<file path="config.mk">
export PLATFORM = sky130hd
export DESIGN_NAME = cca_clock_config
export DESIGN_NICKNAME = d
export VERILOG_FILES = /design/src/cca_pkg.sv /design/src/cca_aux_divider.sv /design/src/cca_clock_config.sv
export VERILOG_INCLUDE_DIRS = /design/src
export SDC_FILE = /design/constraint.sdc
export NUM_CORES = 1
export LEC_CHECK = 0
export BUFFER_PORTS_ARGS = -buffer_cell sky130_fd_sc_hd__buf_4
export CORE_MARGIN = 8
export CORE_UTILIZATION = 61
export DETAILED_ROUTE_END_ITERATION = 7
export PLACE_DENSITY = 0.9
export SKIP_CTS_REPAIR_TIMING = 1
export SLEW_MARGIN = 40
export SYNTH_ARGS = -nofsm -noshare
export SYNTH_HDL_FRONTEND = slang
export SYNTH_SLANG_ARGS = --single-unit
</file>
<file path="constraint.sdc">
create_clock -name ref_clk -period 5.3 [get_ports ref_clk]
set_input_delay 0.795 -clock ref_clk [delete_from_list [all_inputs] [get_ports ref_clk]]
set_output_delay 0.795 -clock ref_clk [all_outputs]
set_load 0.01 [all_outputs]
</file>
<file path="src/cca_defs.svh">
`ifndef CCA_DEFS_SVH
`define CCA_DEFS_SVH

// **********************************************************************
// Register map
// **********************************************************************
`define CCA_REG_W          8
`define CCA_ADDR_ID        8'h00
`define CCA_ADDR_RCR       8'h01
`define CCA_ADDR_MCR       8'h02
`define CCA_ADDR_ACR       8'h03

// **********************************************************************
// Reset values and field positions
// **********************************************************************
`define CCA_RCR_RST        8'h18
`define CCA_RCR_DIR_BIT    5
`define CCA_MCR_RST        8'h34
`define CCA_MCR_STDBY_BIT  7
`define CCA_MCR_VCO_BIT    6
`define CCA_MCR_SER_BIT    3
`define CCA_ACR_RST        8'h2A

// **********************************************************************
// Auxiliary generator
// **********************************************************************
`define CCA_MODE_STATIC    3'h0
`define CCA_MODE_HF        3'h1
`define CCA_MODE_LF_FIRST  3'h2
`define CCA_HF_PRE_HALF    18'h00004
`define CCA_LF_PRE_BASE    18'h01000
`define CCA_LF_DIV_BASE    6'h20
`define CCA_HF_DIV_ZERO    6'h20

`endif

</file>
<file path="src/cca_pkg.sv">
`include "cca_defs.svh"

package cca_pkg;

    typedef struct packed {
        logic [`CCA_REG_W-1:0] reference_clock_config;
        logic [`CCA_REG_W-1:0] master_clock_config;
        logic [`CCA_REG_W-1:0] auxiliary_clock_config;
        logic [`CCA_REG_W-1:0] rdData;
        logic                  dirSync1;
        logic                  dirSync2;
        logic                  stbySync1;
        logic                  stbySync2;
        logic                  auxOut;
    } cca_regs_t;

endpackage : cca_pkg

</file>
<file path="src/cca_aux_divider.sv">
`timescale 1ns/1ps
`include "cca_defs.svh"

module cca_aux_divider #(
    parameter int PRE_W = 18,                  // Prescaler counter width
    parameter int DIV_W = 6                    // Divider counter width
) (
    input  wire logic             ref_clk,     // Block clock
    input  wire logic             rst,         // Synchronous reset
    input  wire logic             restart,     // Clear counts, output low
    input  wire logic             tick,        // One VCO period elapsed
    input  wire logic [PRE_W-1:0] preHalf,     // Ticks per divider step
    input  wire logic [DIV_W-1:0] divLimit,    // Steps per half period
    output logic                  divOut       // Square wave
);

    typedef struct packed {
        logic [PRE_W-1:0] pre;
        logic [DIV_W-1:0] div;
        logic             out;
    } cca_div_state_t;

    cca_div_state_t q;
    cca_div_state_t d;

    // **********************************************************************
    // Counters
    // **********************************************************************
    // Toggling after a full prescale x divide count gives a 50% duty cycle
    always_comb begin
        d = q;
        if (rst || restart) begin
            d = '0;
        end else if (tick) begin
            if (q.pre == preHalf - PRE_W'(1)) begin
                d.pre = '0;
                if (q.div == divLimit - DIV_W'(1)) begin
                    d.div = '0;
                    d.out = ~q.out;
                end else begin
                    d.div = q.div + DIV_W'(1);
                end
            end else begin
                d.pre = q.pre + PRE_W'(1);
            end
        end
    end

    always_ff @(posedge ref_clk) begin
        q <= d;
    end

    assign divOut = q.out;

endmodule : cca_aux_divider

</file>
<file path="src/cca_clock_config.sv">
`timescale 1ns/1ps
`include "cca_defs.svh"

// Notes on behaviour
// - Signed quantities are two's complement; these fields are unsigned.
// - Address 00 reads a fixed 8-bit release code and ignores writes.
// - Direct select bit resets to the strap pin level (18 or 38).
// - Standby bit 7 of master register resets to the pin (34 or B4).
// - Master register bit 6 high powers the VCO down, low keeps it on.
// - Master register bit 3 picks master clock or VCO/6 serial ceiling.
// - Master register bits 2:0 pick the VCO to master clock divider.
// - Aux prescaler 7:5, divider 4:0; code 000 drives bit 0 statically.
// - Code 001 gives the VCO divided by eight and by the divider.
// - Codes 010-111 divide by 8192 x 2^(prescaler - 2) x (32 + divider).

module cca_clock_config #(
    parameter logic [7:0] ID_VALUE = 8'h5C,       // Arbitrary release code
    parameter int         PRE_W    = 18,          // Prescaler counter width
    parameter int         DIV_W    = 6            // Divider counter width
) (
    input  wire logic       ref_clk,              // 200 MHz clock
    input  wire logic       rst,                  // Synchronous reset
    input  wire logic [7:0] regAddr,              // Register address
    input  wire logic       regWrEn,              // Write strobe
    input  wire logic [7:0] regWrData,            // Write data
    output logic      [7:0] regRdData,            // Read data, next cycle
    input  wire logic       vcoPulse,             // One pulse per VCO period
    input  wire logic       directClockStrapPin,  // Strap, asynchronous
    input  wire logic       standbyPin,           // Strap, asynchronous
    output logic      [1:0] refFactorK,           // Reference factor K
    output logic            directClockSelect,    // Direct clock select
    output logic      [4:0] refFactorM,           // Reference factor M
    output logic            standbyMode,          // Standby
    output logic            vcoPowerDown,         // VCO switched off
    output logic            serialClockLimitSelect, // Serial ceiling select
    output logic      [2:0] masterClockDivider,   // VCO to master divider
    output logic            auxClkOut             // Auxiliary clock output
);

    cca_pkg::cca_regs_t q;
    cca_pkg::cca_regs_t d;

    logic [2:0]       auxMode;
    logic [4:0]       auxDiv;
    logic [PRE_W-1:0] preHalf;
    logic [DIV_W-1:0] divLimit;
    logic             acrWrite;
    logic             divRestart;
    logic             divTick;
    logic             divOut;

    // **********************************************************************
    // Auxiliary generator setup
    // **********************************************************************
    assign auxMode  = q.auxiliary_clock_config[7:5];
    assign auxDiv   = q.auxiliary_clock_config[4:0];
    assign acrWrite = regWrEn && (regAddr == `CCA_ADDR_ACR);

    // A divider of zero would wrap the count, so HF treats it as 32
    always_comb begin
        if (auxMode == `CCA_MODE_HF) begin
            preHalf  = PRE_W'(`CCA_HF_PRE_HALF);
            divLimit = (auxDiv == 5'h00) ? DIV_W'(`CCA_HF_DIV_ZERO)
                                         : DIV_W'(auxDiv);
        end else begin
            preHalf  = PRE_W'(`CCA_LF_PRE_BASE)
                       << (auxMode - `CCA_MODE_LF_FIRST);
            divLimit = DIV_W'(`CCA_LF_DIV_BASE) + DIV_W'(auxDiv);
        end
    end

    // Counting stops while the VCO is off; the output then holds its level
    assign divTick    = vcoPulse && !q.master_clock_config[`CCA_MCR_VCO_BIT];
    assign divRestart = acrWrite;

    cca_aux_divider #(
        .PRE_W (PRE_W),
        .DIV_W (DIV_W)
    ) u_aux_divider (
        .ref_clk  (ref_clk),
        .rst      (rst),
        .restart  (divRestart),
        .tick     (divTick),
        .preHalf  (preHalf),
        .divLimit (divLimit),
        .divOut   (divOut)
    );

    // **********************************************************************
    // Registers, strap capture and read-back
    // **********************************************************************
    always_comb begin
        d = q;
        // Straps pass two flops; only the second one is captured
        d.dirSync1  = directClockStrapPin;
        d.dirSync2  = q.dirSync1;
        d.stbySync1 = standbyPin;
        d.stbySync2 = q.stbySync1;
        if (rst) begin
            d.reference_clock_config = `CCA_RCR_RST;
            d.reference_clock_config[`CCA_RCR_DIR_BIT] = q.dirSync2;
            d.master_clock_config = `CCA_MCR_RST;
            d.master_clock_config[`CCA_MCR_STDBY_BIT] = q.stbySync2;
            d.auxiliary_clock_config = `CCA_ACR_RST;
            d.rdData = '0;
            d.auxOut = 1'b0;
        end else begin
            if (regWrEn) begin
                case (regAddr)
                    `CCA_ADDR_RCR: d.reference_clock_config = regWrData;
                    `CCA_ADDR_MCR: d.master_clock_config = regWrData;
                    `CCA_ADDR_ACR: d.auxiliary_clock_config = regWrData;
                    default: ;
                endcase
            end
            // Fields are unsigned, so read-back needs no sign handling
            case (regAddr)
                `CCA_ADDR_ID:  d.rdData = ID_VALUE;
                `CCA_ADDR_RCR: d.rdData = q.reference_clock_config;
                `CCA_ADDR_MCR: d.rdData = q.master_clock_config;
                `CCA_ADDR_ACR: d.rdData = q.auxiliary_clock_config;
                default:       d.rdData = '0;
            endcase
            if (auxMode == `CCA_MODE_STATIC) begin
                d.auxOut = q.auxiliary_clock_config[0];
            end else begin
                d.auxOut = divOut;
            end
        end
    end

    always_ff @(posedge ref_clk) begin
        q <= d;
    end

    // **********************************************************************
    // Outputs
    // **********************************************************************
    assign regRdData              = q.rdData;
    assign refFactorK             = q.reference_clock_config[7:6];
    assign directClockSelect      = q.reference_clock_config[`CCA_RCR_DIR_BIT];
    assign refFactorM             = q.reference_clock_config[4:0];
    assign standbyMode            = q.master_clock_config[`CCA_MCR_STDBY_BIT];
    assign vcoPowerDown           = q.master_clock_config[`CCA_MCR_VCO_BIT];
    assign serialClockLimitSelect = q.master_clock_config[`CCA_MCR_SER_BIT];
    assign masterClockDivider     = q.master_clock_config[2:0];
    assign auxClkOut              = q.auxOut;
endmodule : cca_clock_config

</file>
[Word-level counts from Yosys, hierarchy flattened]
Index checks and enable logic that the tools add are counted.
Cells by class
  add/sub/neg operators: 6
  equal/unequal tests: 6
  shift operators: 1
  mux-type cells: 12
  bitwise logic cells: 1
  reductions and logical operators: 17
Operators with widths (number)
  $mux 18: 2
  $pmux 8 s4: 1
  $mux 30: 1
  $mux 6: 4
  $mux 22: 1
  $add 18x1->18 const B: 1
  $eq 18x18->1: 1
  $shl 13x3->18 const A: 1
  $sub 18x1->18 const B: 1
  $eq 8x2->1 const B: 2
  $mux 8: 2
  $reduce_and 2->1: 6
  $eq 8x1->1 const B: 1
  $logic_not 8->1: 1
  $add 6x1->6 const B: 1
  $add 6x5->6 const A: 1
  $eq 6x6->1: 1
  $reduce_bool 2->1: 3
  $sub 6x1->6 const B: 1
  $logic_not 5->1: 1
  $eq 3x1->1 const B: 1
  $logic_not 3->1: 1
  $reduce_and 3->1: 1
  $sub 3x2->3 const B: 1
  5 further kinds: 6
Word-level totals
  flip-flop bits (word level): 62
  input bits: 22
  output and inout bits: 23
  word-level logic and storage cells: 57

[Depth between registers and ports, before layout]
Gate-level depths: netlist (run 1).
  depth after elaboration: 6
  gate-level depth with buffers: 9
  mapped depth without buffers: 8

[Modules after synthesis]
From an unflattened synthesis (run 1), not the netlist that was laid out.
Second synthesis, totals
  cell total of the unflattened synthesis: 414
  area, all modules: 3653.5 sq um
Modules (own cells, without submodules)
  cca_aux_divider: times used 1, cells an instance 229, area each 1891.8 sq um, sequential area each 500.5 sq um
  cca_clock_config: times used 1, cells an instance 185, area each 1761.7 sq um, sequential area each 760.7 sq um

[Worst setup path after synthesis (run 1)]
Ideal clock, no wire load.
  kind: input-to-reg
  start point: input vcoPulse
  end point: register u_aux_divider.q (netlist bit u_aux_divider.divOut)
  setup time: 0.059 ns
  arrival time: 2.620 ns
  data required time: 5.241 ns
  setup slack: 2.621 ns
  stages on the path: 7
  path buffers: 1
  cell sequence: nor2b_1 -> nand2_1 -> a211o_1 -> or4_4 -> buf_6 -> or4_1 -> nand2_1
Between the ends
  cells in the longest elaborated chain, start to end: 2
Ends and longest elaborated chain
  start: declaration: RTL line cca_clock_config.sv:27  | input wire logic vcoPulse,
  $logic_and 1x1->1: RTL line cca_clock_config.sv:73  | assign divTick = vcoPulse && !q.master_clock_config[`CCA_MCR_VCO_BIT];
  $reduce_and 3->1 (no source line)
  end signal: assignment: RTL line cca_aux_divider.sv:50  | q <= d;
  end: declaration: RTL line cca_aux_divider.sv:23  | cca_div_state_t q;
No other way between the ends.
A chain may end at the register's enable or synchronous reset.

[Worst setup path in the final report (run 1)]
  start point: register q (netlist bit auxMode[0])
  end point: register u_aux_divider.q (netlist bit u_aux_divider.divOut)
Between the ends
  cells in the longest elaborated chain, start to end: 6
  elaborated cells on any way between the ends: 10
  those cells by class: add/sub: 3; eq/ne: 3; shift: 1; mux: 2; reduce/logical: 1
Ends and longest elaborated chain
  start: declaration: RTL line cca_clock_config.sv:40  | cca_pkg::cca_regs_t q;
  start signal: assignment: RTL line cca_clock_config.sv:133  | q <= d;
  $sub 3x2->3 (no source line)
  $shl 13x3->18: RTL line cca_clock_config.sv:66  | preHalf = PRE_W'(`CCA_LF_PRE_BASE)
  $mux 18: RTL line cca_clock_config.sv:61  | if (auxMode == `CCA_MODE_HF) begin
  $sub 18x1->18: RTL line cca_aux_divider.sv:35  | if (q.pre == preHalf - PRE_W'(1)) begin
  $eq 18x18->1: RTL line cca_aux_divider.sv:35
  $reduce_and 3->1 (no source line) *
Every way passes the cells marked *; elsewhere a longest branch is shown, timed or not.

==> results_dict.tcl, run 1 <==
set metrics [dict create \
    leakage_nw 1.42 \
    synth_nets 374 \
    antenna_found_initial 0 \
    htreeDepth 3 \
    avgSynthCellArea_sq_um 8.68 \
    power.density_nw_per_um2 271 \
    io_buffer_count 44 \
    synth_top_area_cell "dfxtp_1" \
    gp_congestion 0.885 \
    syn_to_final_growth_pct 13.4 \
    crit_type "reg2reg" \
    hold_start "d[3]$_DFF_P_" \
    synth_edf_count 2 \
    timing_hold_violations_final 0 \
    nets 394 \
    period_needed_ns 2.66 \
    fp.dieW_microns 86.5 \
    clock_sinks 62 \
    drive_gt1_share_pct 17.9 \
    yosysUniqueCellTypes 46 \
    slew_headroom_pct 52.3 \
    slew_violations 0 \
    start_util_pct 63.7 \
    grt_pass1_vias 2498 \
    path_clk_slew_ns 0.07 \
    drt-total-wl_microns 6850 \
    ys_async_sr_fraction_pct 0 \
    maxCapViolCount 0 \
    status "finished, final reports clean" \
    pin_count 45 \
    critPathCaptureType "register" \
    grtUsageTotal_pct 19.1 \
    n_fill_cell 338 \
    die_y_microns 86.5 \
    setup_viol 0 \
    clk_latency_ns 0.34 \
    yosys_warnings 0 \
    final_common_cell "dfxtp_1" \
    cts_tree "yes" \
    drc 0 \
    period_share_pct 50.2 \
    grt_max_degree 33 \
    min_path_type "reg2reg" \
    startpoint "auxMode[0]$_SDFFE_PP1P_" \
    hold_ws_ns 0.334 \
    grt_pass1_wl_microns 11300 \
    skew_ns 0.00762 \
    finalCoreUtilization_pct 72.2 \
    netlist_area_sq_um 3030 \
    ant_nets 0 \
    core-area_sq_um 4750 \
    synthesis.instances 349 \
    cp-start-kind "register" \
    cp.arrival_ns 2.94 \
    final_cell_count_no_fill 441 \
    path_max_fanout 9 \
    drt-pass1-iter-count 4 \
    grt_overflow 0 \
    fmax_mhz 376 \
    die_area_sq_um 7480 \
    yosys-top-cells-area "dfxtp_1 (40%), nor2_1 (6.7%), mux2i_1 (5.0%)" \
    r2r-start "auxMode[0]$_SDFFE_PP1P_" \
    place_inst 425 \
    critPathRequiredTime_ns 5.59 \
    synth_seq_cells 62 \
    mostFrequentLayoutCells "dfxtp_1 (60), nor2_1 (54), buf_4 (44)" \
    tns_ns 0 \
    cts_max_path_buffers 2 \
    viasPerCell 5.78 \
    multi_input_area_sq_um 1530 \
    wire_per_inst_microns 15.5 \
    diodes 0 \
    detailed_place_hpwl_microns 4810 \
    ys.flop_type "dfxtp_1" \
    ir_drop_v 0.000188 \
    cts-root-buf "clkbuf_8" \
    yosysSeqAreaShare_pct 41.6 \
    synth_top_area_share_pct 39.7 \
    rsz0062_at_grt "no" \
    reg2reg_slack_ns 2.64 \
    vias 2551 \
    cts_made_buffers 9 \
    rows 25 \
    drt_iter0_drc 218 \
    max_slew.worst_pin.slew_ns 0.705 \
    regArea_sq_um 1260 \
]
metal layers:
metal  vias to the layer above  GRT usage, %  part of all wire (%)
met1                      1208          22.1                    42
met2                        92          31.0                    48
met5                         -             0                     0
met4                         0          11.1                   2.8
met3                        19          4.91                   6.8
li1                       1232             -                     -
state kept, by name (all words and copies together) (netlist names):
signal                  count
auxMode                     3
refFactorM                  5
u_aux_divider.q            24
q                           4
vcoPowerDown                1
masterClockDivider          3
d                           2
regRdData                   8
auxClkOut                   1
refFactorK                  2
directClockSelect           1
u_aux_divider.divOut        1
serialClockLimitSelect      1
auxDiv                      5
standbyMode                 1
worst max-delay path: stages, from the launching register on:
cell and delay (ns):
dfxtp_1 0.45, nor3b_1 0.55, a211oi_1 0.11, nor4b_1 0.63, nand2_2 0.25, or4_1 0.54
nand2_1 0.08
layout make-up:
type                    count  share of cell area (%)
clock inverters             7                    2.15
clock buffers               9                    3.61
multi-input cells         244                    44.6
inverters                   8                   0.874
repair buffers             44                    9.62
well taps                  67                    2.44
flip-flops and latches     62                    36.7
cells in the mapped netlist, drive strengths merged, types with 3 or more instances:
cell and instances:
dfxtp 60, ha 3, buf 23, a22oi 6
clkbuf 12, nand4 9, a211o 8, nand4b 4
nand3 11, mux2i 15, inv 8, nor3b 3
mux2 4, xor2 13, and4 3, a211oi 6
o21ai 6, xnor2 12, or3 3, or4 3
nand2 31, nand2b 5, nor4 3, a21oi 15
nor2 54, and3 7, nand3b 4
path summary, 6_finish.rpt:
kind,to,cells past startpoint
setup reg to reg,u_aux_divider.divOut$_SDFFE_PP0P_,6
setup / recovery,u_aux_divider.divOut$_SDFFE_PP0P_,6
hold reg to reg,q[3]$_DFF_P_,0
hold / removal,q[3]$_DFF_P_,0
report_power, final:
part / switching [W] / internal [W]
logic: 0.0000243 / 0.0000207
clock network: 0.000193 / 0.000217
registers: 0.00000305 / 0.000473
metrics by stage:
step / total power, W / area (sq um) / worst slack, ns
6_report: 0.000931 / 3430 / 2.64
5_1_grt: 0.000960 / 3430 / 2.35
4_1_cts: 0.000938 / 3430 / 2.66
3_5_place_dp: 0.000531 / 3240 / 2.30
3_3_place_gp: 0.000529 / 3230 / 2.37
2_1_floorplan: 0.000510 / 3030 / 2.62
cell families (layout without fill, tap and decap cells):
family	Yosys count	in the layout	synth area share [%]
and+or+nand+nor	146	146	24.0
DFF	62	62	41.6
AOI/OAI and AO/OA	50	50	11.1
buffers and inverters	43	68	8.01
xor gates and xnor gates	25	25	7.23
muxes	19	19	6.44
adders and majority gates	4	4	1.57
(Power assumes the default switching activity.)
==> run 2: changes to the inputs <==
CORE_UTILIZATION = 57   (was 61)
PLACE_DENSITY = 0.85   (was 0.9)
clock period = 2.7 ns   (was 5.3 ns; I/O delays follow)
==> run 2 against run 1 <==
Fmax grew 14%. Die area grew 5.7%. Final area grew 1.8%. Clock power grew 95%. Sequential share of layout area shrank 0.64 points. Highest routed layer unchanged.
==> results_dict.tcl, run 2 (synthesis gave the netlist of run 1 again) <==
set metrics [dict create \
    period_needed_ns 2.32 \
    path_max_fanout 9 \
    drt-pass1-iter-count 4 \
    maxCapViolCount 0 \
    period_share_pct 86.1 \
    clk_latency_ns 0.34 \
    fmax_mhz 430 \
    slew_headroom_pct 58.7 \
    nets 402 \
    cts-root-buf "clkbuf_8" \
    grt_pass1_wl_microns 11400 \
    setup_viol 0 \
    final_cell_count_no_fill 452 \
    crit_type "reg2reg" \
    grt_pass1_vias 2492 \
    wire_per_inst_microns 15.1 \
    core-area_sq_um 5110 \
    largest-register "u_aux_divider.q" \
    io_buffer_count 44 \
    critPathCaptureType "register" \
    drive_gt1_share_pct 19.4 \
    cts_max_path_buffers 2 \
    final_common_cell "dfxtp_1" \
    rsz0062_at_grt "no" \
    max_slew.worst_pin.slew_ns 0.618 \
    min_path_type "in2reg" \
    mostFrequentLayoutCells "dfxtp_1 (60), nor2_1 (54), buf_4 (52)" \
    detailed_place_hpwl_microns 4950 \
    drt_iter0_drc 137 \
    grt_max_degree 33 \
    drt-total-wl_microns 6840 \
    ant_nets 0 \
    timing_hold_violations_final 0 \
    start_util_pct 59.3 \
    vias 2559 \
    startpoint "u_aux_divider.q[15]$_SDFFE_PP0P_" \
    top_usage_layer "met2" \
    clock_sinks 62 \
    status "finished, final reports clean" \
    die_y_microns 88.9 \
    cp.arrival_ns 2.61 \
    viasPerCell 5.66 \
    hold_start "standbyPin" \
    skew_ns 0.00426 \
    drc 0 \
    grt_overflow 0 \
    met3_usage_pct 6.53 \
    htreeDepth 3 \
    largest_register_ffs 24 \
    critPathRequiredTime_ns 2.99 \
    r2r-start "u_aux_divider.q[15]$_SDFFE_PP0P_" \
    grtUsageTotal_pct 18.6 \
    fp.dieW_microns 88.9 \
    gp_congestion 0.828 \
    cts_made_buffers 9 \
    tns_ns 0 \
    place_inst 436 \
    gr-usage-met2_pct 29.0 \
    slew_violations 0 \
    antenna_found_initial 0 \
    ir_drop_v 0.000460 \
    cp-start-kind "register" \
    leakage_nw 1.47 \
    syn_to_final_growth_pct 15.4 \
    power.density_nw_per_um2 523 \
    cts_tree "yes" \
    pin_count 45 \
    diodes 0 \
    use_met1_pct 22.9 \
    die_area_sq_um 7900 \
    path_clk_slew_ns 0.07 \
    rows 26 \
]
-- run 2: cell types whose count changed in the layout (fill, tap and decap cells not counted), sizes merged --
cell	previous run	this run
buf	44	52
clkbuf	9	11
bufinv	1	0
clkinvlp	4	2
inv	9	10
-- run 2: report_power, final --
group	leakage [nW]	total (W)	internal, W	switching [W]
clock	0.0976	0.000800	0.000419	0.000382
combinational	0.865	0.0000921	0.0000448	0.0000472
sequential	0.506	0.000935	0.000928	0.00000614
-- run 2: worst paths after layout --
kind,slack [ns],cells after the start,end
max,0.38,5,u_aux_divider.divOut$_SDFFE_PP0P_
min,0.16,1,d[1]$_DFF_P_
max reg2reg,0.38,5,u_aux_divider.divOut$_SDFFE_PP0P_
min reg2reg,0.33,0,q[3]$_DFF_P_
-- run 2: routing by layer --
layer	wire (microns)	vias to the layer above
met2	3310	61
met3	344	13
met1	3070	1228
met5	0	-
li1	-	1257
met4	114	0
-- run 2: cell type report --
type	count	area (sq um)
Clock inverter	5	38.8
Multi-Input combinational cell	244	1530
Fill cell	397	1610
Tap cell	70	87.6
Timing Repair Buffer	52	390
Inverter	8	30.0
Sequential cell	62	1260
Clock buffer	11	163
-- run 2: stage by stage --
stage          setup slack [ns]  cell area, sq um  utilization, %  power [W]  hold slack (ns)
2_1_floorplan             0.398              3030               -    0.00100            0.310
3_3_place_gp              0.414              3290            64.5    0.00104            0.313
3_5_place_dp              0.385              3290            64.5    0.00105            0.318
4_1_cts                   0.371              3500            68.4    0.00184            0.146
5_1_grt                   0.211              3500            68.4    0.00190            0.132
6_report                  0.377              3500            68.4    0.00183            0.159
-- run 2: critical path: stages (launching register included) --
cell and delay, ns:
dfxtp_1 0.36, or4_1 0.53, a211o_1 0.33, or4_4 0.58, or4_1 0.41, nand2_1 0.07
